`config.mk`:
```
export PLATFORM = sky130hd
export DESIGN_NAME = ptb_blanking_window
export DESIGN_NICKNAME = d
export VERILOG_FILES = /design/src/ptb_pkg.sv /design/src/ptb_edge_counter.sv /design/src/ptb_blanking_window.sv
export SDC_FILE = /design/constraint.sdc
export NUM_CORES = 1
export LEC_CHECK = 0
export BUFFER_PORTS_ARGS = -buffer_cell sky130_fd_sc_hd__buf_2
export CAP_MARGIN = 15
export CORE_UTILIZATION = 42
export DETAILED_ROUTE_END_ITERATION = 10
export GPL_TIMING_DRIVEN = 1
export HOLD_SLACK_MARGIN = 0.02
export PLACE_DENSITY_LB_ADDON = 0.15
export SYNTH_ARGS = -nofsm -noshare
export SYNTH_HDL_FRONTEND = slang
export SYNTH_SLANG_ARGS = --single-unit
export TNS_END_PERCENT = 30
```
`constraint.sdc`:
```
create_clock -name clk -period 4.8 [get_ports clk]
set_input_delay 0 -clock clk [delete_from_list [all_inputs] [get_ports clk]]
set_output_delay 0 -clock clk [all_outputs]
set_load 0.03 [all_outputs]
```
`src/ptb_pkg.sv`:
```
// shared constants for the trip blanking window block
// assumes one pwm module clock domain, no software-visible registers
package ptb_pkg;
	// unblanked cycles at the start of every window
	localparam int unsigned PTB_LEAD_CYCLES = 3;
	// cycles after window close during which a falling trip may glitch
	localparam int unsigned PTB_TAIL_CYCLES = 3;
	// default widths of counter and event fields
	localparam int unsigned PTB_CNT_W = 16;
	localparam int unsigned PTB_EVT_W = 4;
	localparam logic [1:0] PTB_LEAD_INIT = 2'h0;
	typedef enum logic [1:0] {
		PTB_IDLE,
		PTB_LEAD,
		PTB_BLANK
	} ptb_state_t;
endpackage

```
`src/ptb_edge_counter.sv`:
```
// small saturating down-counter used for the tail cycle span
// assumes load and the pwm clock come from the main blanking module
module ptb_edge_counter #(
	parameter int unsigned W = 2
) (
	input wire logic clk,
	input wire logic rst_b,
	input wire logic load,
	input wire logic [W-1:0] load_val,
	output logic busy
);
	// a zero-width counter could never flag a span
	if (W < 1) begin : g_bad_w
		$error("ptb_edge_counter: unsupported width");
	end

	logic [W-1:0] cnt_reg;
	logic [W-1:0] cnt_next;

	assign cnt_next = load ? load_val : ((cnt_reg != '0) ? cnt_reg - 1'h1 : cnt_reg);
	assign busy = (cnt_reg != '0);

	always_ff @(posedge clk or negedge rst_b) begin
		if (!rst_b) begin
			cnt_reg <= '0;
		end else begin
			cnt_reg <= cnt_next;
		end
	end
endmodule

```
`src/ptb_blanking_window.sv`:
```
// blanking window for compare-derived trip events of a pulse width unit
// assumes raw_compare_event and time-base count are synchronous to clk
module ptb_blanking_window
	import ptb_pkg::*;
#(
	parameter int unsigned CNT_W = PTB_CNT_W,
	parameter int unsigned EVT_W = PTB_EVT_W
) (
	input wire logic clk,
	input wire logic rst_b,
	input wire logic [CNT_W-1:0] tb_count,
	input wire logic [CNT_W-1:0] blank_start,
	input wire logic [CNT_W-1:0] blank_width,
	input wire logic blank_enable,
	input wire logic filt_enable,
	input wire logic [EVT_W-1:0] raw_compare_event,
	output logic [EVT_W-1:0] filtered_compare_event,
	output logic window_open,
	output logic lead_active,
	output logic close_hazard
);
	// lead and tail counters are two bits wide
	if (CNT_W < 2 || EVT_W < 1 || PTB_LEAD_CYCLES < 1 || PTB_LEAD_CYCLES > 4
		|| PTB_TAIL_CYCLES > 3) begin : g_bad_cfg
		$error("ptb_blanking_window: unsupported width or cycle count");
	end

	////////////////////////////////////////////////////////////////////
	ptb_state_t state_reg;
	ptb_state_t state_next;
	logic [CNT_W-1:0] remain_reg;
	logic [CNT_W-1:0] remain_next;
	logic [EVT_W-1:0] filt_reg;
	logic [EVT_W-1:0] filt_next;
	logic [1:0] lead_reg;
	logic [1:0] lead_next;
	logic start_hit;
	logic open_now;
	logic masking;
	logic closing;
	logic tail_busy;
	logic any_raw;

	// one step of the window countdown, shared by lead and blank states
	function automatic logic [CNT_W-1:0] dec_remain(input logic [CNT_W-1:0] v);
		return v - 1'h1;
	endfunction

	// start is a time-base match, width counts clocks from there
	assign start_hit = blank_enable && (tb_count == blank_start) && (blank_width != '0);
	assign open_now = (state_reg != PTB_IDLE);
	// lead cycles leak events through: silicon behaviour kept on purpose
	assign masking = (state_reg == PTB_BLANK);
	assign closing = open_now && (remain_reg == CNT_W'(1));
	assign any_raw = |raw_compare_event;

	always_comb begin
		state_next = state_reg;
		remain_next = remain_reg;
		lead_next = lead_reg;
		// no reset on tb_count wrap: window outlives the period
		case (state_reg)
			PTB_IDLE: begin
				if (start_hit) begin
					state_next = PTB_LEAD;
					remain_next = blank_width;
					lead_next = 2'(PTB_LEAD_CYCLES - 1);
				end
			end
			PTB_LEAD: begin
				remain_next = dec_remain(remain_reg);
				lead_next = (lead_reg != PTB_LEAD_INIT) ? lead_reg - 1'h1 : lead_reg;
				if (closing) begin
					state_next = PTB_IDLE;
				end else if (lead_reg == PTB_LEAD_INIT) begin
					state_next = PTB_BLANK;
				end
			end
			PTB_BLANK: begin
				remain_next = dec_remain(remain_reg);
				if (closing) begin
					state_next = PTB_IDLE;
				end
			end
			default: begin
				state_next = PTB_IDLE;
			end
		endcase
	end

	// filtered output follows raw except while blanking or while filt_enable is low
	assign filt_next = (!filt_enable) ? '0 : (masking ? '0 : raw_compare_event);

	always_ff @(posedge clk or negedge rst_b) begin
		if (!rst_b) begin
			state_reg <= PTB_IDLE;
			remain_reg <= '0;
			lead_reg <= PTB_LEAD_INIT;
			filt_reg <= '0;
		end else begin
			state_reg <= state_next;
			remain_reg <= remain_next;
			lead_reg <= lead_next;
			filt_reg <= filt_next;
		end
	end

	////////////////////////////////////////////////////////////////////
	// flags the span after close where a falling trip can glitch output
	ptb_edge_counter #(
		.W(2)
	) u_tail (
		.clk(clk),
		.rst_b(rst_b),
		.load(closing),
		.load_val(2'(PTB_TAIL_CYCLES)),
		.busy(tail_busy)
	);

	assign filtered_compare_event = filt_reg;
	assign window_open = open_now;
	assign lead_active = (state_reg == PTB_LEAD);
	// either outcome is legal here; software must avoid it by sizing
	assign close_hazard = (tail_busy || closing) && any_raw;

	////////////////////////////////////////////////////////////////////
	property p_mask_blank;
		@(posedge clk) disable iff (!rst_b)
		(state_reg == PTB_BLANK) |=> (filtered_compare_event == '0);
	endproperty
	a_mask_blank: assert property (p_mask_blank) else $error("event leaked in blanking");

	property p_lead_len;
		@(posedge clk) disable iff (!rst_b)
		($rose(lead_active) && blank_width > CNT_W'(4)) |-> lead_active [*3] ##1 masking;
	endproperty
	a_lead_len: assert property (p_lead_len) else $error("lead span not three cycles");

	property p_lead_pass;
		@(posedge clk) disable iff (!rst_b)
		(lead_active && filt_enable) |=> (filtered_compare_event == $past(raw_compare_event));
	endproperty
	a_lead_pass: assert property (p_lead_pass) else $error("lead span did not pass events");

	property p_filt_off;
		@(posedge clk) disable iff (!rst_b)
		!filt_enable |=> (filtered_compare_event == '0);
	endproperty
	a_filt_off: assert property (p_filt_off) else $error("disabled filter drove output");

	property p_wrap_keep;
		@(posedge clk) disable iff (!rst_b)
		(masking && !closing && tb_count == '0) |=> window_open;
	endproperty
	a_wrap_keep: assert property (p_wrap_keep) else $error("window ended on wrap");

	property p_width;
		@(posedge clk) disable iff (!rst_b)
		($rose(window_open) && blank_width == CNT_W'(5)) |-> window_open [*5] ##1 !window_open;
	endproperty
	a_width: assert property (p_width) else $error("window width wrong");

	property p_tail;
		@(posedge clk) disable iff (!rst_b)
		($fell(window_open) && any_raw) |-> close_hazard;
	endproperty
	a_tail: assert property (p_tail) else $error("close hazard missed");

	// a later close reloads the tail, so only an undisturbed span must end
	property p_tail_end;
		@(posedge clk) disable iff (!rst_b)
		($past(closing, 4) && !$past(closing, 3) && !$past(closing, 2) && !$past(closing)
			&& !closing) |-> !close_hazard;
	endproperty
	a_tail_end: assert property (p_tail_end) else $error("close hazard too long");

	property p_lead_start;
		@(posedge clk) disable iff (!rst_b)
		(!window_open && start_hit) |=> (lead_active && window_open);
	endproperty
	a_lead_start: assert property (p_lead_start) else $error("window did not open");

	property p_stay_open;
		@(posedge clk) disable iff (!rst_b)
		(window_open && !closing) |=> window_open;
	endproperty
	a_stay_open: assert property (p_stay_open) else $error("window ended early");

	property p_count;
		@(posedge clk) disable iff (!rst_b)
		(window_open && !closing) |=> (remain_reg == CNT_W'($past(remain_reg) - 1));
	endproperty
	a_count: assert property (p_count) else $error("window count did not step");

	property p_follow;
		@(posedge clk) disable iff (!rst_b)
		(!masking && filt_enable) |=> (filtered_compare_event == $past(raw_compare_event));
	endproperty
	a_follow: assert property (p_follow) else $error("unmasked event not passed");

	property p_tail_span;
		@(posedge clk) disable iff (!rst_b)
		closing |=> tail_busy [*3];
	endproperty
	a_tail_span: assert property (p_tail_span) else $error("tail span too short");

	property p_close_flag;
		@(posedge clk) disable iff (!rst_b)
		(closing && any_raw) |-> close_hazard;
	endproperty
	a_close_flag: assert property (p_close_flag) else $error("closing hazard missed");

	property p_short;
		@(posedge clk) disable iff (!rst_b)
		($rose(window_open) && blank_width == CNT_W'(1))
			|-> (lead_active && closing) ##1 !window_open;
	endproperty
	a_short: assert property (p_short) else $error("short window wrong");

	property p_blank_after_lead;
		@(posedge clk) disable iff (!rst_b)
		$rose(masking) |-> $past(lead_active);
	endproperty
	a_blank_after_lead: assert property (p_blank_after_lead) else $error("blank without lead");
endmodule

```
==> reports/qor.yml, run 1 <==
p_leak_nw: 1.142
critical_path_peak_fanout: 38
drtAntennaViolNets: 0
pwr-share-clk: 0.125
synth_largest_area_cell: "dfrtp_1"
dieArea_mm2: 0.005567
post-place-ws_ns: 1.640
wl_per_cell_um: 13.82
yosys_most_used_dff: "dfrtp_1"
core_mm2: 0.005107
grt.met3_usage: 0.02410
grt-ovfl-total: 0
synthDistinctLibCells: 55
ys_seq_area_frac: 0.2938
crit_chain: "inv_1, ha_1, inv_1, and3_1, a311oi_1, o41ai_1, a311o_1"
die_w_um: 74.62
ir_drop_v: 0.0002595
rsz0062_at_grt: "false"
yosysMostFrequentCell: "dfrtp_1"
met1_usage: 0.2888
place_hpwl_um: 3854
finalNetCount: 385
cts_tree: "yes"
tns_ns: 0
area_delta_synth_final_pct: 20.51
min_to: "remain_reg[6]"
insertion_delay_ns: 0.28
grt_pass1_vias: 1963
gr-usage-met2: 0.3504
drv_cap: 0
synth_edf_count: 0
path_class: "reg2reg"
numPortBuffers: 62
grt_pass1_wl_um: 9156
path_common_cell: "inv_1"
routed_wl_um: 5389
setup_violations: 0
track_usage: 0.2144
skew_ns: 0.005296
combPwrFrac: 0.570
worst-path-buf-inv: 2
drc: 0
avgSynthCellArea_um2: 8.453
yosys-top-cells-area: "dfrtp_1, xnor2_1, ha_1, nand2_1, a21oi_1"
gp_congestion: 0.8094
vias: 2183
power.density_mw_per_mm2: 568.2
ctsLongestPathBuffers: 2
critPathLaunchType: "flip-flop"
arrival_ns: 3.37
critPathTopFamily: "adder cells"
fin_crit_sh: 0.6644
fin_ws_ns: 1.611
synth.top_cell.area_share: 0.2938
cts_setup_buffers: 0
largest_reg_flops: 16
drt_iter0_drc: 191
cellInternalPower_w: 0.0007937
vias_per_cell: 5.597
final-max-slew-violation-count: 0
r2r_end: "remain_reg[2]"
slowest_stage: "ha_1"
max_freq_mhz: 313.6
diodes: 0
ys_ff_latch: 26
hold_path.class: "in2reg"
drtPass1Iterations: 4
syn_area_mm2: 0.002215
syn_nets: 326
start_util: 0.4336
fp-row-count: 26
min_from: "blank_width[6]"
yosys_warnings: 0
r2r_setup_slack_ns: 1.61
layout-drive-gt1-share: 0.2500
grt.busiest_layer: "met2"
critPathLaunch: "state_reg[0]"
cts_buffers: 3
layout.cells.non_filler: 390
whs_ns: 0.04405
netlist_instances: 262
grt_antenna_before_repair: 0
cp_data_required_time_ns: 4.98
cts_root_buf: "clkbuf_8"
ios: 63
cts.sink_count: 26
ff2ff_path_depth: 7
switching_share: 0.4766
clk_pin_slew_ns: 0.10
cpPeakStageDelay_ns: 0.99
die_h_um: 74.62
fin_crit_ns: 3.189
async_flop_share: 1.000
htree_levels: 1
synth_common_cells: "dfrtp_1, nand2_1, a21oi_1, inv_1, nand3_1"
critPathCaptureType: "flip-flop"
r2r_start: "state_reg[0]"
place_inst: 380
grt_max_degree: 39
outcome: "finished, final reports clean"
worst_pin_slew_ns: 1.044
hold_path_depth: 3
slew_headroom: 0.3037
switchingPower_w: 0.0007228
p_seq_frac: 0.305
finalHoldViolCount: 0
-- area by class of cell --
| class | count | area [um2] |
|---|---|---|
| fill | 506 | 2439 |
| multi-input combinational | 207 | 1433 |
| sequential | 26 | 650.6 |
| timing repair buffer | 68 | 370.4 |
| tap | 70 | 87.58 |
| inverter | 15 | 56.30 |
| clock buffer | 3 | 41.29 |
| clock inverter | 1 | 30.03 |
-- power groups by stage --
stage | clock network [W] | logic [W] | registers (W)
global placement | 0 | 0.000849 | 0.000463
finish | 0.000190 | 0.000864 | 0.000463
CTS | 0.000192 | 0.000868 | 0.000459
floorplan | 0 | 0.000735 | 0.000424
detailed placement | 0 | 0.000864 | 0.000461
global route | 0.000199 | 0.000984 | 0.000485
-- worst reg2reg max path, stage by stage (launching register included) --
cell and delay [ns]:
dfrtp_1 0.38, inv_1 0.09, ha_1 0.99, inv_1 0.62, and3_1 0.36, a311oi_1 0.26
o41ai_1 0.12, a311o_1 0.28
-- repair_timing --
action,CTS,global route
hold buffers,6,0
hold endpoints to repair,31,0
gates resized for setup,0,0
-- worst max path at each step --
stage	endpoint	slack [ns]	cells past startpoint
2_1_floorplan	remain_reg[8]	2.75	6
3_3_place_gp	remain_reg[2]	1.75	7
3_5_place_dp	remain_reg[2]	1.64	7
4_1_cts	remain_reg[2]	1.62	7
5_1_grt	remain_reg[2]	1.37	7
6_report	remain_reg[2]	1.61	7
-- placed cells by master, fill, tap and decap left out, types with 9 or more instances in the layout --
master and instances:
nand3_1 15, o211ai_1 9, inv_1 15, buf_2 62, a21oi_1 17, nand2_1 24, o21ai_0 10, nor4_1 9
dfrtp_1 26, xnor2_1 12, nor2_1 10
-- per-stage QoR --
stage               cell area, um2  utilization  total power (W)
CTS                           2669       0.5225         0.001520
detailed placement            2537       0.4968         0.001325
global route                  2669       0.5225         0.001668
floorplan                     2215            -         0.001158
global placement              2537       0.4968         0.001311
finish                        2669       0.5225         0.001516
-- cell families after synthesis --
| family | Yosys count | share of synthesized area |
|---|---|---|
| muxes | 6 | 0.02938 |
| adders and majority gates | 8 | 0.04520 |
| buffers and inverters | 29 | 0.05932 |
| and+or+nand+nor | 102 | 0.2825 |
| xor gates and xnor gates | 17 | 0.06723 |
| AOI/OAI and AO/OA | 74 | 0.2226 |
| DFF | 26 | 0.2938 |
-- layer usage --
| layer | vias up | routed length (um) |
|---|---|---|
| li1 | 1097 | - |
| met1 | 1019 | 2563 |
| met2 | 62 | 2540 |
| met3 | 5 | 212 |
| met4 | 0 | 73 |
| met5 | - | 0 |
Note: power is estimated with default switching activity, not from simulation.
==> run 2: changes to the inputs <==
==> constraint.sdc (replaced) <==
create_clock -name clk -period 3.2 [get_ports clk]
set_input_delay 0 -clock clk [delete_from_list [all_inputs] [get_ports clk]]
set_output_delay 0 -clock clk [all_outputs]
set_load 0.03 [all_outputs]
==> reports/qor.yml, run 2 (synthesis gave the netlist of run 1 again) <==
outcome: "finished, final reports clean"
path_depth: 8  # +1
area_delta_synth_final_pct: 21.86
drc: 0  # unchanged
place_area_mm2: 0.002567  # +1.2%
ios: 63  # unchanged
setup_violations: 0  # unchanged
grt_antenna_before_repair: 0  # unchanged
worst-path-buf-inv: 1  # -1
path_class: "reg2reg"
core_mm2: 0.005107  # unchanged
grt.busiest_layer: "met2"
grt_pass1_vias: 1840  # -6.3%
final_cell_mix: "buf_2, dfrtp_1, nand2_1"
diodes: 0  # unchanged
ctsLongestPathBuffers: 2  # unchanged
place_hpwl_um: 3883  # +0.76%
vias_per_cell: 5.614  # +0.30%
drv_cap: 0  # unchanged
fp-row-count: 26  # unchanged
post-route-util: 0.5284  # +0.005879
critical_path_peak_fanout: 7  # -82%
critPathCaptureType: "flip-flop"
combPwrFrac: 0.580  # +0.010
grt.met3_usage: 0.01874  # -0.005355
grt_max_degree: 38  # -2.6%
finalHoldViolCount: 0  # unchanged
crit_chain: "inv_1, ha_1, or4b_2, nor3_4, nand3_1, o31ai_1, a221oi_1, o31a_1"
slew_headroom: 0.4803  # +0.1766
die_h_um: 74.62  # unchanged
routed_wl_um: 5325  # -1.2%
p_leak_nw: 1.161  # +1.7%
cts_buffers: 3  # unchanged
vias: 2212  # +1.3%
wl_per_cell_um: 13.52  # -2.2%
cp_data_required_time_ns: 3.37  # -1.61 ns
grt-ovfl-total: 0  # unchanged
clk_pin_slew_ns: 0.10  # about the same
grt_pass1_wl_um: 8528  # -6.9%
multi_input_area_mm2: 0.001433  # unchanged
post-place-ws_ns: 1.027  # -0.6123 ns
die_w_um: 74.62  # unchanged
dieArea_mm2: 0.005567  # unchanged
drtAntennaViolNets: 0  # unchanged
drtPass1Iterations: 4  # unchanged
htree_levels: 1  # unchanged
fin_ws_ns: 1.015  # -0.5958 ns
final-max-slew-violation-count: 0  # unchanged
cts_root_buf: "clkbuf_8"
gp_congestion: 0.7590  # -6.2%
drt_iter0_drc: 163  # -15%
insertion_delay_ns: 0.27  # about the same
largest_reg_flops: 16  # unchanged
slowest_stage: "or4b_2"
tns_ns: 0  # unchanged
power.density_mw_per_mm2: 857.3  # +51%
ir_drop_v: 0.0004826  # +86%
fin_area_mm2: 0.002699  # +1.1%
fin_crit_sh: 0.6827  # +0.01838
switchingPower_w: 0.001092  # +51%
switching_share: 0.4721  # -0.004523
p_seq_frac: 0.299  # -0.006
cts.sink_count: 26  # unchanged
finalPower_w: 0.002314  # +53%
met1_usage: 0.2703  # -0.01850
start_util: 0.4336  # unchanged
hold_path_depth: 3  # unchanged
cellInternalPower_w: 0.001221  # +54%
critPathTopFamily: "simple AND/OR/NAND/NOR gates"
numPortBuffers: 62  # unchanged
cpPeakStageDelay_ns: 0.67  # -0.32 ns
ff2ff_path_depth: 8  # +1
skew_ns: 0.009995  # +0.004699 ns
worst_pin_slew_ns: 0.7738  # -0.2707 ns
arrival_ns: 2.36  # -1.01 ns
layout.area.seq_um2: 650.6  # unchanged
rsz0062_at_grt: "false"
fin_crit_ns: 2.185  # -1.004 ns
layout_commonest_cell: "buf_2"
track_usage: 0.1994  # -0.01499
pwr-share-clk: 0.121  # -0.004
finalNetCount: 389  # +1.0%
gr-usage-met2: 0.3353  # -0.01502
cts_tree: "yes"
critPathLaunchType: "flip-flop"
layout-drive-gt1-share: 0.2593  # +0.009259
n_fill_cell: 512  # +1.2%
max_freq_mhz: 457.7  # +46%
hold_path.class: "in2reg"
## run 2: cell count changes in the layout (fill, tap and decap cells not counted)
cell	delta
buf_4	+4
## run 2: repair_timing
action                                 in CTS  in global routing
gates resized for setup                     0                  0
buffers inserted                            0                  0
endpoints found under the hold margin      31                  0
hold buffers                                6                  0
## run 2: worst paths after layout
kind	start	end	slack, ns
hold / removal	blank_width[6]	remain_reg[6]	0.06
setup reg to reg	remain_reg[0]	remain_reg[10]	1.02
max in group asynchronous	rst_b	remain_reg[14]	2.53
min in group asynchronous	rst_b	remain_reg[2]	0.26
setup / recovery	remain_reg[0]	remain_reg[10]	1.02
hold reg to reg	u_tail.cnt_reg[1]	u_tail.cnt_reg[1]	0.52
## run 2: layout make-up
class / count / share of cell area
multi-input cells: 207 / 0.5308
flip-flops and latches: 26 / 0.2411
repair buffers: 72 / 0.1484
well taps: 70 / 0.03245
inverters: 15 / 0.02086
clock buffers: 3 / 0.01530
clock inverters: 1 / 0.01113
## run 2: power groups by stage
| stage | logic [W] | registers (W) | clock network [W] |
|---|---|---|---|
| after floorplan | 0.00110 | 0.000635 | 0 |
| after global placement | 0.00131 | 0.000694 | 0 |
| after detailed placement | 0.00133 | 0.000693 | 0 |
| after CTS | 0.00135 | 0.000686 | 0.000282 |
| after global routing | 0.00150 | 0.000719 | 0.000290 |
| final | 0.00134 | 0.000692 | 0.000279 |
## run 2: routing by layer
metal,share of wire,wire [um]
met2,0.48,2565
met5,0,0
met1,0.46,2425
met3,0.049,260
met4,0.014,74
## run 2: through the flow
stage	std cells	hold WS, ns
finish	394	0.05532
global route	394	0.07980
CTS	394	0.06143
detailed placement	384	0.04904
global placement	384	0.05625
floorplan	262	-0.2956
## run 2: worst reg2reg max path, delay by kind of cell, from the launching register on
kind	cells	cell delay, ns
AOI/OAI and AO/OA	3	0.36
DFF	1	0.45
adders and majority gates	1	0.15
and+or+nand+nor	3	1.05
buffers and inverters	1	0.08
==> run 3: changes to the inputs <==
==> constraint.sdc (replaced) <==
create_clock -name clk -period 1.8 [get_ports clk]
set_input_delay 0 -clock clk [delete_from_list [all_inputs] [get_ports clk]]
set_output_delay 0 -clock clk [all_outputs]
set_load 0.03 [all_outputs]
==> reports/qor.yml, run 3 (synthesis gave the netlist of run 1 again) <==
rsz0062_at_grt: "true"
ctsLongestPathBuffers: 2  # unchanged
ff2ff_path_depth: 7  # -1
drtPass1Iterations: 4  # unchanged
ios: 63  # unchanged
layout-drive-gt1-share: 0.4043  # +0.1451
setup_violations: 13  # +13
arrival_ns: 2.15  # -0.21 ns
critPathLaunchType: "flip-flop"
max_freq_mhz: 508.6  # +11%
core_mm2: 0.005107  # unchanged
cts_root_buf: "clkbuf_8"
die_w_um: 74.62  # unchanged
cts_buffers: 3  # unchanged
grt-ovfl-total: 0  # unchanged
p_leak_nw: 1.409  # +21%
finalNetCount: 436  # +12%
grt_pass1_wl_um: 9860  # +16%
insertion_delay_ns: 0.28  # about the same
slowest_stage: "or4_4"
slew_headroom: 0.5959  # +0.1156
fin_crit_sh: 1.092  # +0.4096
wl_per_cell_um: 14.07  # +4.1%
final-max-slew-violation-count: 0  # unchanged
drtAntennaViolNets: 0  # unchanged
diodes: 0  # unchanged
skew_ns: 0.008052  # -0.001943 ns
power.density_mw_per_mm2: 1589  # +85%
largest_reg_flops: 16  # unchanged
fin_crit_ns: 1.966  # -0.2185 ns
vias: 2395  # +8.3%
crit_chain: "or4_4, buf_4, nor3_4, nand3_1, o31ai_1, a221oi_1, o31a_1"
routed_wl_um: 6207  # +17%
drt_iter0_drc: 137  # -16%
fp-row-count: 26  # unchanged
dieArea_mm2: 0.005567  # unchanged
path_depth: 7  # -1
critPathCaptureType: "flip-flop"
final_cell_mix: "buf_2, buf_4, dfrtp_1"
worst_pin_slew_ns: 0.6062  # -0.1676 ns
violations: "setup timing"
start_util: 0.4336  # unchanged
grt_antenna_before_repair: 0  # unchanged
gp_congestion: 0.8160  # +7.5%
grt_max_degree: 27  # -29%
clk_pin_slew_ns: 0.10  # about the same
cts.sink_count: 26  # unchanged
fin_ws_ns: -0.1662  # -1.181 ns
numPortBuffers: 62  # unchanged
drv_cap: 0  # unchanged
htree_levels: 1  # unchanged
worst-path-buf-inv: 1  # unchanged
critPathTopFamily: "simple AND/OR/NAND/NOR gates"
path_class: "reg2reg"
outcome: "finished with violations"
cp_data_required_time_ns: 1.98  # -1.39 ns
hold_path_depth: 3  # unchanged
ir_drop_v: 0.0006808  # +41%
finalHoldViolCount: 0  # unchanged
place_area_mm2: 0.002902  # +13%
area_delta_synth_final_pct: 43.95
vias_per_cell: 5.431  # -3.3%
layout_commonest_cell: "buf_2"
die_h_um: 74.62  # unchanged
critical_path_peak_fanout: 6  # -1
finalPower_w: 0.005066  # +120%
place_hpwl_um: 4605  # +19%
whs_ns: 0.04423  # -0.01109 ns
fin_area_mm2: 0.003188  # +18%
drc: 0  # unchanged
track_usage: 0.2333  # +0.03395
cpPeakStageDelay_ns: 0.58  # -0.09 ns
cts_tree: "yes"
hold_path.class: "in2reg"
grt_pass1_vias: 2176  # +18%
-- run 3: stage by stage --
step / setup slack (ns) / std cells / setup TNS [ns] / util
after global routing: -0.2686 / 441 / -2.553 / 0.6242
after detailed placement: -0.1712 / 426 / -0.9077 / 0.5681
after global placement: -0.1211 / 426 / -0.6049 / 0.5681
after floorplan: -0.2190 / 262 / -0.9306 / -
after CTS: -0.1583 / 438 / -1.138 / 0.5973
final: -0.1662 / 441 / -1.179 / 0.6242
-- run 3: final cells by class --
type	count	area [um2]
well taps	70	87.58
inverters	15	56.30
multi-input cells	207	1543
flip-flops and latches	26	650.6
clock inverters	1	30.03
fillers	445	1919
repair buffers	119	779.5
clock buffers	3	41.29
-- run 3: metal layers --
metal	global-route usage	vias up	part of all wire
li1	-	1208	-
met1	0.3045	1115	0.44
met2	0.4104	63	0.50
met3	0.01606	9	0.039
met4	0.07757	0	0.017
met5	0	-	0
-- run 3: worst min-delay path: cells and delay by family --
kind,cells,cell delay (ns)
buffers and inverters,1,0.09
AOI/OAI and AO/OA,2,0.21
-- run 3: final timing paths --
check	from	endpoint	slack (ns)
worst max-delay path	remain_reg[6]	remain_reg[10]	-0.17
worst min-delay path	blank_width[6]	remain_reg[6]	0.04
worst max register to register	remain_reg[6]	remain_reg[10]	-0.17
worst min register to register	u_tail.cnt_reg[0]	u_tail.cnt_reg[0]	0.54
max in group asynchronous	rst_b	remain_reg[0]	1.16
min in group asynchronous	rst_b	remain_reg[15]	0.25
-- run 3: report_power, final --
group / internal [W] / switching [W]
registers: 0.000864 / 0.000238
logic: 0.00163 / 0.00183
clock network: 0.000298 / 0.000209
total: 0.00279 / 0.00227
-- run 3: what timing repair did --
item | CTS | global route
endpoints found under the setup margin | 14 | 18
endpoints found under the hold margin | 31 | 0
buffers inserted | 2 | 3
hold buffers | 6 | 0
resized for setup | 2 | 31
pin swaps | 6 | 7
